[src/rtl/aem_defines.svh]
`ifndef AEM_DEFINES_SVH
`define AEM_DEFINES_SVH

// Clock and measurement tick
`define AEM_CLK_PERIOD_NS 40
`define AEM_TICK_PERIOD_NS 1000000000
`define AEM_TICK_CYCLES (`AEM_TICK_PERIOD_NS / `AEM_CLK_PERIOD_NS)

// Value width and plausibility check
`define AEM_VALUE_W 16
`define AEM_JUMP_LIMIT 16'h0800
`define AEM_REJECT_RESEED 2'h3

// Time limits in seconds
`define AEM_SHORT_AVG_LIMIT_S 8'h0A
`define AEM_STALE_LIMIT_S 8'h0A
`define AEM_STATIC_LIMIT_S 8'h3C
`define AEM_HEAT_FAIL_S 8'h0A

// Analog error levels
`define AEM_ANALOG_MIN 16'h0000
`define AEM_ANALOG_MAX 16'hFFFF

// Reset values of the status bytes
`define AEM_OP_STATUS_RESET 8'h00
`define AEM_ERR_STATUS_RESET 8'h00

`endif

[src/rtl/aem_pkg.sv]
`include "aem_defines.svh"

package aem_pkg;

  typedef struct packed {
    logic rsvd7;
    logic heating_on;
    logic heating_criterion;
    logic rsvd4;
    logic [2:0] fill_level;
    logic rsvd0;
  } aem_op_status_t;

  typedef struct packed {
    logic [5:0] rsvd;
    logic static_malfunction;
    logic general_malfunction;
  } aem_err_status_t;

  typedef struct packed {
    logic valid;
    logic [`AEM_VALUE_W-1:0] value;
  } aem_sample_t;

endpackage

[src/rtl/aem_status_monitor.sv]
// How it works
// - Fill level sits in operational bits 1-3.
// - Fill code n means n/8 < fill <= (n+1)/8.
// - Operational bit 5 follows heating criterion.
// - Operational bit 6 follows actual heating output.
// - Short averaging: ten seconds without value errors.
// - Long averaging: under half buffer filled errors.
// - Fault lasting over one minute sets static bit.
// - Stale data sets error bits, forces analog.
// - Error level select picks analog minimum or maximum.
// - On error, error telegram replaces normal telegram.
// - Nonzero restart timeout requests restart when starved.
// - Up to three implausible values in a row are discarded before buffering; the fourth is accepted.
// - Only accepted values are ever output.
// - Heating criterion: ten seconds failure, supply above threshold.
`include "aem_defines.svh"
`timescale 1ns/1ps
`default_nettype none

module aem_status_monitor #(
  parameter int unsigned TICK_CYCLES = `AEM_TICK_CYCLES,
  parameter int unsigned AVG_MAX = 64,
  parameter int unsigned SUP_W = 12
) (
  // Clock and reset
  input wire logic clock,
  input wire logic sys_rst,
  // Raw measurements from acquisition
  input wire logic raw_valid,
  input wire logic [`AEM_VALUE_W-1:0] raw_value,
  input wire logic virtual_temperature_fault,
  // Settings
  input wire logic [7:0] averaging_time_setting,
  input wire logic error_level_select,
  input wire logic [7:0] restart_timeout_setting,
  input wire logic [SUP_W-1:0] supply_threshold_setting,
  input wire logic analog_enable,
  // Supply and heating
  input wire logic [SUP_W-1:0] supply_voltage,
  input wire logic heating_output,
  // Status bytes
  output aem_pkg::aem_op_status_t operational_status_byte,
  output aem_pkg::aem_err_status_t error_status_byte,
  // Outputs toward telegram and analog stages
  output aem_pkg::aem_sample_t sample_out,
  output logic [`AEM_VALUE_W-1:0] analog_out,
  output logic error_telegram_select,
  output logic restart_request
);
  import aem_pkg::*;

  localparam int unsigned TW = 32;

  // Number of ones among the newest av history slots
  function automatic logic [7:0] count_recent(input logic [AVG_MAX-1:0] hist, input logic [7:0] av);
    logic [7:0] cnt;
    cnt = 8'h00;
    for (int i = 0; i < AVG_MAX; i++) begin
      if ((i < int'(av)) && hist[i]) begin
        cnt = cnt + 8'h01;
      end
    end
    return cnt;
  endfunction

  // Code n for n/8 < cnt/av <= (n+1)/8, i.e. ceil(8*cnt/av)-1
  function automatic logic [2:0] fill_code(input logic [7:0] cnt, input logic [7:0] av);
    logic [11:0] num;
    logic [11:0] q;
    logic [7:0] den;
    den = (av == 8'h00) ? 8'h01 : av;
    num = {1'b0, cnt, 3'h0} + {4'h0, den} - 12'h001;
    q = num / {4'h0, den};
    if (cnt == 8'h00 || q == 12'h000) begin
      return 3'h0;
    end else if (q > 12'h008) begin
      return 3'h7;
    end else begin
      return 3'(q - 12'h001);
    end
  endfunction

  function automatic logic [7:0] sat_inc(input logic [7:0] v);
    return (v == 8'hFF) ? v : v + 8'h01;
  endfunction

  // One-second tick
  logic [TW-1:0] tick_cnt_reg, tick_cnt_next;
  logic tick;

  assign tick = (tick_cnt_reg == TW'(TICK_CYCLES - 1));

  always_comb begin
    tick_cnt_next = tick ? '0 : tick_cnt_reg + TW'(1);
  end

  always_ff @(posedge clock) begin
    if (sys_rst) begin
      tick_cnt_reg <= '0;
    end else begin
      tick_cnt_reg <= tick_cnt_next;
    end
  end

  // Plausibility check against the last accepted value
  logic [`AEM_VALUE_W-1:0] last_reg, last_next;
  logic have_hist_reg, have_hist_next;
  logic [1:0] reject_cnt_reg, reject_cnt_next;
  logic [`AEM_VALUE_W-1:0] diff;
  logic accept;

  assign diff = (raw_value > last_reg) ? raw_value - last_reg : last_reg - raw_value;
  // A run of rejects reseeds, so a genuine step change is not locked out forever
  assign accept = raw_valid && (!have_hist_reg || diff <= `AEM_JUMP_LIMIT ||
                                reject_cnt_reg == `AEM_REJECT_RESEED);

  always_comb begin
    last_next = last_reg;
    have_hist_next = have_hist_reg;
    reject_cnt_next = reject_cnt_reg;
    if (accept) begin
      last_next = raw_value;
      have_hist_next = 1'b1;
      reject_cnt_next = 2'h0;
    end else if (raw_valid && reject_cnt_reg != `AEM_REJECT_RESEED) begin
      reject_cnt_next = reject_cnt_reg + 2'h1;
    end
  end

  always_ff @(posedge clock) begin
    if (sys_rst) begin
      last_reg <= '0;
      have_hist_reg <= 1'b0;
      reject_cnt_reg <= 2'h0;
    end else begin
      last_reg <= last_next;
      have_hist_reg <= have_hist_next;
      reject_cnt_reg <= reject_cnt_next;
    end
  end

  // Averaging buffer occupancy, one slot per second
  logic [AVG_MAX-1:0] hist_reg, hist_next;
  logic got_reg, got_next;
  logic [7:0] no_val_secs_reg, no_val_secs_next;
  logic [7:0] recent_cnt;

  assign recent_cnt = count_recent(hist_reg, averaging_time_setting);

  always_comb begin
    hist_next = hist_reg;
    got_next = got_reg | accept;
    no_val_secs_next = no_val_secs_reg;
    if (tick) begin
      hist_next = {hist_reg[AVG_MAX-2:0], got_reg | accept};
      // A value arriving on the tick counts for the closing second
      got_next = 1'b0;
    end
    if (accept) begin
      no_val_secs_next = 8'h00;
    end else if (tick) begin
      no_val_secs_next = sat_inc(no_val_secs_reg);
    end
  end

  always_ff @(posedge clock) begin
    if (sys_rst) begin
      hist_reg <= '0;
      got_reg <= 1'b0;
      no_val_secs_reg <= 8'h00;
    end else begin
      hist_reg <= hist_next;
      got_reg <= got_next;
      no_val_secs_reg <= no_val_secs_next;
    end
  end

  // Error evaluation on the tick
  logic general_reg, general_next;
  logic static_reg, static_next;
  logic [7:0] fault_secs_reg, fault_secs_next;
  logic general_now;
  logic fault_now;
  logic stale;

  assign stale = (no_val_secs_reg >= `AEM_STALE_LIMIT_S);

  always_comb begin
    if (averaging_time_setting < `AEM_SHORT_AVG_LIMIT_S) begin
      general_now = stale;
    end else begin
      general_now = ({recent_cnt, 1'b0} < {1'b0, averaging_time_setting});
    end
  end

  assign fault_now = general_now | stale | virtual_temperature_fault;

  always_comb begin
    general_next = general_reg;
    static_next = static_reg;
    fault_secs_next = fault_secs_reg;
    if (tick) begin
      general_next = general_now;
      fault_secs_next = fault_now ? sat_inc(fault_secs_reg) : 8'h00;
      static_next = fault_now && (fault_secs_reg >= `AEM_STATIC_LIMIT_S);
    end
  end

  always_ff @(posedge clock) begin
    if (sys_rst) begin
      general_reg <= 1'b0;
      static_reg <= 1'b0;
      fault_secs_reg <= 8'h00;
    end else begin
      general_reg <= general_next;
      static_reg <= static_next;
      fault_secs_reg <= fault_secs_next;
    end
  end

  // Restart request, once per starvation episode
  logic restart_reg, restart_next;
  logic restart_done_reg, restart_done_next;

  always_comb begin
    restart_next = 1'b0;
    restart_done_next = restart_done_reg;
    if (accept) begin
      restart_done_next = 1'b0;
    end else if (restart_timeout_setting != 8'h00 && !restart_done_reg &&
                 no_val_secs_reg >= restart_timeout_setting) begin
      restart_next = 1'b1;
      restart_done_next = 1'b1;
    end
  end

  always_ff @(posedge clock) begin
    if (sys_rst) begin
      restart_reg <= 1'b0;
      restart_done_reg <= 1'b0;
    end else begin
      restart_reg <= restart_next;
      restart_done_reg <= restart_done_next;
    end
  end

  // Status bytes, analog and telegram outputs
  aem_op_status_t op_reg, op_next;
  aem_err_status_t err_reg, err_next;
  aem_sample_t sample_reg, sample_next;
  logic [`AEM_VALUE_W-1:0] analog_reg, analog_next;
  logic [`AEM_VALUE_W-1:0] held_reg, held_next;
  logic telegram_reg, telegram_next;
  logic error_any;

  assign error_any = general_reg | static_reg;

  always_comb begin
    op_next = `AEM_OP_STATUS_RESET;
    op_next.fill_level = fill_code(recent_cnt, averaging_time_setting);
    op_next.heating_criterion = (no_val_secs_reg >= `AEM_HEAT_FAIL_S) &&
                                (supply_voltage > supply_threshold_setting);
    op_next.heating_on = heating_output;
    err_next = `AEM_ERR_STATUS_RESET;
    err_next.general_malfunction = general_reg;
    err_next.static_malfunction = static_reg;
  end

  always_comb begin
    held_next = accept ? raw_value : held_reg;
    sample_next.valid = accept;
    sample_next.value = accept ? raw_value : sample_reg.value;
    telegram_next = error_any;
    if (!analog_enable) begin
      // Disabled outputs are parked low and take no error level
      analog_next = `AEM_ANALOG_MIN;
    end else if (error_any) begin
      analog_next = error_level_select ? `AEM_ANALOG_MAX : `AEM_ANALOG_MIN;
    end else begin
      analog_next = held_next;
    end
  end

  always_ff @(posedge clock) begin
    if (sys_rst) begin
      op_reg <= `AEM_OP_STATUS_RESET;
      err_reg <= `AEM_ERR_STATUS_RESET;
      sample_reg <= '0;
      analog_reg <= `AEM_ANALOG_MIN;
      held_reg <= '0;
      telegram_reg <= 1'b0;
    end else begin
      op_reg <= op_next;
      err_reg <= err_next;
      sample_reg <= sample_next;
      analog_reg <= analog_next;
      held_reg <= held_next;
      telegram_reg <= telegram_next;
    end
  end

  assign operational_status_byte = op_reg;
  assign error_status_byte = err_reg;
  assign sample_out = sample_reg;
  assign analog_out = analog_reg;
  assign error_telegram_select = telegram_reg;
  assign restart_request = restart_reg;

endmodule

`default_nettype wire

[config.mk]
export PLATFORM = sky130hd
export DESIGN_NAME = aem_status_monitor
export DESIGN_NICKNAME = d
export VERILOG_FILES = /design/src/rtl/aem_pkg.sv /design/src/rtl/aem_status_monitor.sv
export VERILOG_INCLUDE_DIRS = /design/src /design/src/rtl
export SDC_FILE = /design/constraint.sdc
export NUM_CORES = 1
export LEC_CHECK = 0
export BUFFER_PORTS_ARGS = -buffer_cell sky130_fd_sc_hd__buf_4
export CORE_UTILIZATION = 40
export DETAILED_ROUTE_END_ITERATION = 8
export PLACE_DENSITY = 0.68
export REMOVE_ABC_BUFFERS = 1
export SYNTH_ARGS = -nofsm -noshare
export SYNTH_HDL_FRONTEND = slang
export SYNTH_SLANG_ARGS = --single-unit
[constraint.sdc]
create_clock -name clock -period 58 [get_ports clock]
set_input_delay 8.7 -clock clock [delete_from_list [all_inputs] [get_ports clock]]
set_output_delay 8.7 -clock clock [all_outputs]
set_load 0.01 [all_outputs]
==> summary.txt <==
Synthesis
  – Ys async rst share: 0%
  – Post-synthesis mux area share: 4.014%
  – Compound-cell area share of the yosys netlist: 22.26%
  – Synth Instances: 3,470
  – Cell Area, Synth: 0.02578 mm^2
  – Synth Area in XOR/XNOR: 19.87%
  – Post-synth EDFFs: 0
  – Sequential element share of the synthesized area: 13.75%
  – Syn. warnings: 0
  – Simple-gate share of the synthesized area: 25.15%
  – Synthesized-area fraction occupied by adder cells: 10.59%
  – Syn Area/Cell: 7.428 um^2
  – Yosys reg bits: 177
  – Primary FF master, synth: dfxtp_1
  – Main combinational cell family by area after synthesis: simple AND/OR/NAND/NOR gates
  – Synth unique cells: 122

Placed design
  – Routability cong.: 0.9413
  – Dpl ws: -4.753 ns
  – Post-DP HPWL: 56,630 um
  – DP Cell Count: 4,780
  – Port Buffer Count: 104
  – DP Area: 0.03069 mm^2

Layout
  – Max reg flops: 64
  – Layout cells sized above 1: 28.71%
  – Fin util: 54.28%
  – Final #Nets: 4,449
  – Post-Layout Cell Count: 5,030
  – # fillers: 5,650
  – Layout area overhead: 33.56%
  – Final Instance Area: 0.03443 mm^2

Floorplan
  – Die Ht: 255.9 um
  – Die Wd: 255.9 um
  – Rows: 92
  – Boundary Pins: 114
  – Initial core utilization: 40.64%
  – Die ar.: 0.06546 mm^2
  – Core area: 0.06343 mm^2

Hold path
  – Hold path start: tick_cnt_reg[0]
  – Min-Delay Path Class: flop to flop

GRT
  – GRT overflow: 0
  – Antenna violations before repair: 3
  – Total track usage: 22.24%
  – Vias in the first global route: 25.82k
  – First-pass GRT wire length: 123,400 um
  – Met2 usage: 38.89%
  – Pin count of the biggest net entering global routing: 77
  – GR Layer Usage met3: 3.040%
  – GR peak layer: met2
  – Met1 usage: 28.16%

Setup path
  – R2R setup slack: 6.08 ns
  – Crit path max fanout: 5
  – Worst path arrival time: 60.67 ns
  – Slowest stage delay, CP: 0.56 ns
  – Crit Path Class: input port to flop
  – Critical Path RT: 58.32 ns
  – Reg-to-Reg Start: hist_reg[0]
  – Crit end category: flop
  – Worst setup startpoint: averaging_time_setting[6]
  – Worst path slowest cell: or4_4
  – Worst path most repeated cell: o21a_1
  – CP startpoint kind: input port

Timing
  – Setup ws final: -2.352 ns
  – Slew headroom: 11.90%
  – Setup_tns: -7.044 ns
  – Tmin final: 60.35 ns
  – Max-slew violation count: 0
  – Max Freq: 0.01657 GHz
  – Min Hold Slack: 0.4633 ns
  – Least-Margin Pin Slew: 1.312 ns
  – Max Clock Skew: 0.02048 ns
  – Final Hold Fails: 0
  – RSZ-0062 raised after global routing: true
  – Fin crit share: 104.1%
  – Finish-stage setup viols: 3

Routing
  – Routed WL: 79,270 um
  – Vias after detailed routing: 27.69k
  – Vias per cell: 5.505
  – Final ANT Viol Nets: 0
  – Iter 0 DRT Violations: 1,785
  – DRC errors left: 0
  – Wire per inst: 15.76 um
  – Pre-Repair DR Iteration Count: 5

Clocking
  – Hold-fix buffers, CTS: 0
  – CTS tree: built
  – Root Driver: clkbuf_16
  – H-tree depth: 4
  – CTS Buffer Depth: 2
  – TritonCTS buffer count: 17
  – CTS sink cnt: 177
  – Clk pin slew, worst setup/hold paths: 0.09 ns
  – Worst-Skew Late Latency: 0.46 ns

Power and ir drop
  – VDD IR max: 0.0001002 V
  – Lkg Pwr: 14.82 nW
  – Tot Pwr: 0.9401 mW
  – Power per cell area: 27.31 mW/mm^2

Run
  – Max_cap viols: 0

Outcome
  – Failing checks: setup timing
  – Status: finished, violations left
-- synthesized netlist by cell type, drive strengths merged (8+ instances only) --
library cell | number | area, um^2
a211o | 12 | 105.1
a211oi | 17 | 132.6
a21boi | 22 | 176.4
a21o | 56 | 420.4
a21oi | 291 | 1468
a221oi | 9 | 78.83
a31oi | 38 | 237.7
and2 | 54 | 337.8
and3 | 43 | 269.0
and4 | 8 | 70.07
buf | 42 | 241.5
clkbuf | 83 | 311.6
dfxtp | 177 | 3543
ha | 215 | 2690
inv | 150 | 563.0
mux2 | 42 | 476.7
mux2i | 55 | 558.0
nand2 | 433 | 1625
nand2b | 46 | 287.8
nand3 | 96 | 485.5
nand4 | 44 | 290.3
nor2 | 357 | 1350
nor2b | 53 | 331.6
nor3 | 92 | 470.5
nor3b | 10 | 75.07
nor4 | 22 | 180.2
o2111ai | 12 | 111.4
o211ai | 26 | 200.2
o21a | 73 | 548.0
o21ai | 158 | 820.8
o21bai | 9 | 67.56
o22ai | 24 | 156.4
o31a | 11 | 96.34
o31ai | 27 | 221.5
or2 | 20 | 127.6
or3 | 38 | 237.7
or4 | 13 | 101.4
xnor2 | 293 | 2934
xnor3 | 29 | 664.4
xor2 | 137 | 1354
-- routing by layer --
| metal | routed length [um] | vias up |
|---|---|---|
| li1 | - | 13740 |
| met1 | 34770 | 13040 |
| met2 | 38100 | 737 |
| met3 | 4002 | 171 |
| met4 | 2354 | 6 |
| met5 | 45 | - |
-- worst max-delay path: cells and delay by family --
kind	cells	cell delay (ns)
AO/OA/AOI/OAI	129	19.96
XOR/XNOR	27	4.37
adder cells (fa/ha/maj)	50	13.76
buffers and inverters	12	1.33
multiplexers	14	3.32
AND/OR/NAND/NOR	76	9.17
-- power breakdown --
part / total [mW] / leakage [nW] / internal (mW) / switching, mW
Clock: 0.122 / 0.296 / 0.0624 / 0.0600
Combinational: 0.693 / 13.1 / 0.394 / 0.299
Sequential: 0.125 / 1.43 / 0.124 / 0.00129
-- cell families after synthesis --
logic type / count (synthesis)
DFF: 177
buffers and inverters: 276
xor gates and xnor gates: 466
AOI/OAI and AO/OA: 878
and+or+nand+nor: 1357
other: 1
muxes: 97
adders and majority gates: 218
-- timing repair --
item / CTS / global route
resized for setup: 183 / 116
pin swaps: 231 / 203
setup buffers: 152 / 67
setup endpoints to repair: 3 / 3
-- worst paths after layout --
| path | endpoint | depth (start not counted) |
|---|---|---|
| worst min-delay path | tick_cnt_reg[0] | 1 |
| worst min register to register | tick_cnt_reg[0] | 1 |
| worst max register to register | operational_status_byte[2] | 305 |
| worst max-delay path | operational_status_byte[2] | 308 |
-- placed cells by master (no fill, tap or decap), types with 18 or more instances in the layout --
cell      netlist  final
a21o_1         56     56
a21oi_1       288    263
a21oi_2         3     24
a31oi_1        38     34
and2_1         52     45
and3_1         43     42
buf_4          12    786
dfxtp_1       177    177
ha_1          215    183
ha_4            0     31
inv_1         147    141
mux2_2         41     30
mux2i_1        53     49
nand2_1       433    418
nand2b_1       46     44
nand3_1        95     94
nand4_1        43     43
nor2_1        355    338
nor2b_1        53     52
nor3_1         90     87
o211ai_1       25     25
o21a_1         73     72
o21ai_0       140    106
o21ai_1        14     27
o21ai_2         2     19
o22ai_1        23     18
o31ai_1        25     19
or3_1          38     35
xnor2_1       259    242
xnor2_2        24     38
xnor3_1        20     19
xor2_1        121    118
-- cell type report --
type                       count  area (um^2)  area share (%)
antenna                        1        2.502        0.007269
clock buffer                  17        425.4           1.236
clock inverter                15        188.9          0.5488
inverter                     151        571.8           1.661
multi-input combinational   3025        22590           65.63
sequential                   177         3543           10.29
tap                          846         1059           3.075
timing repair buffer         798         6043           17.55
(Power assumes the default switching activity.)
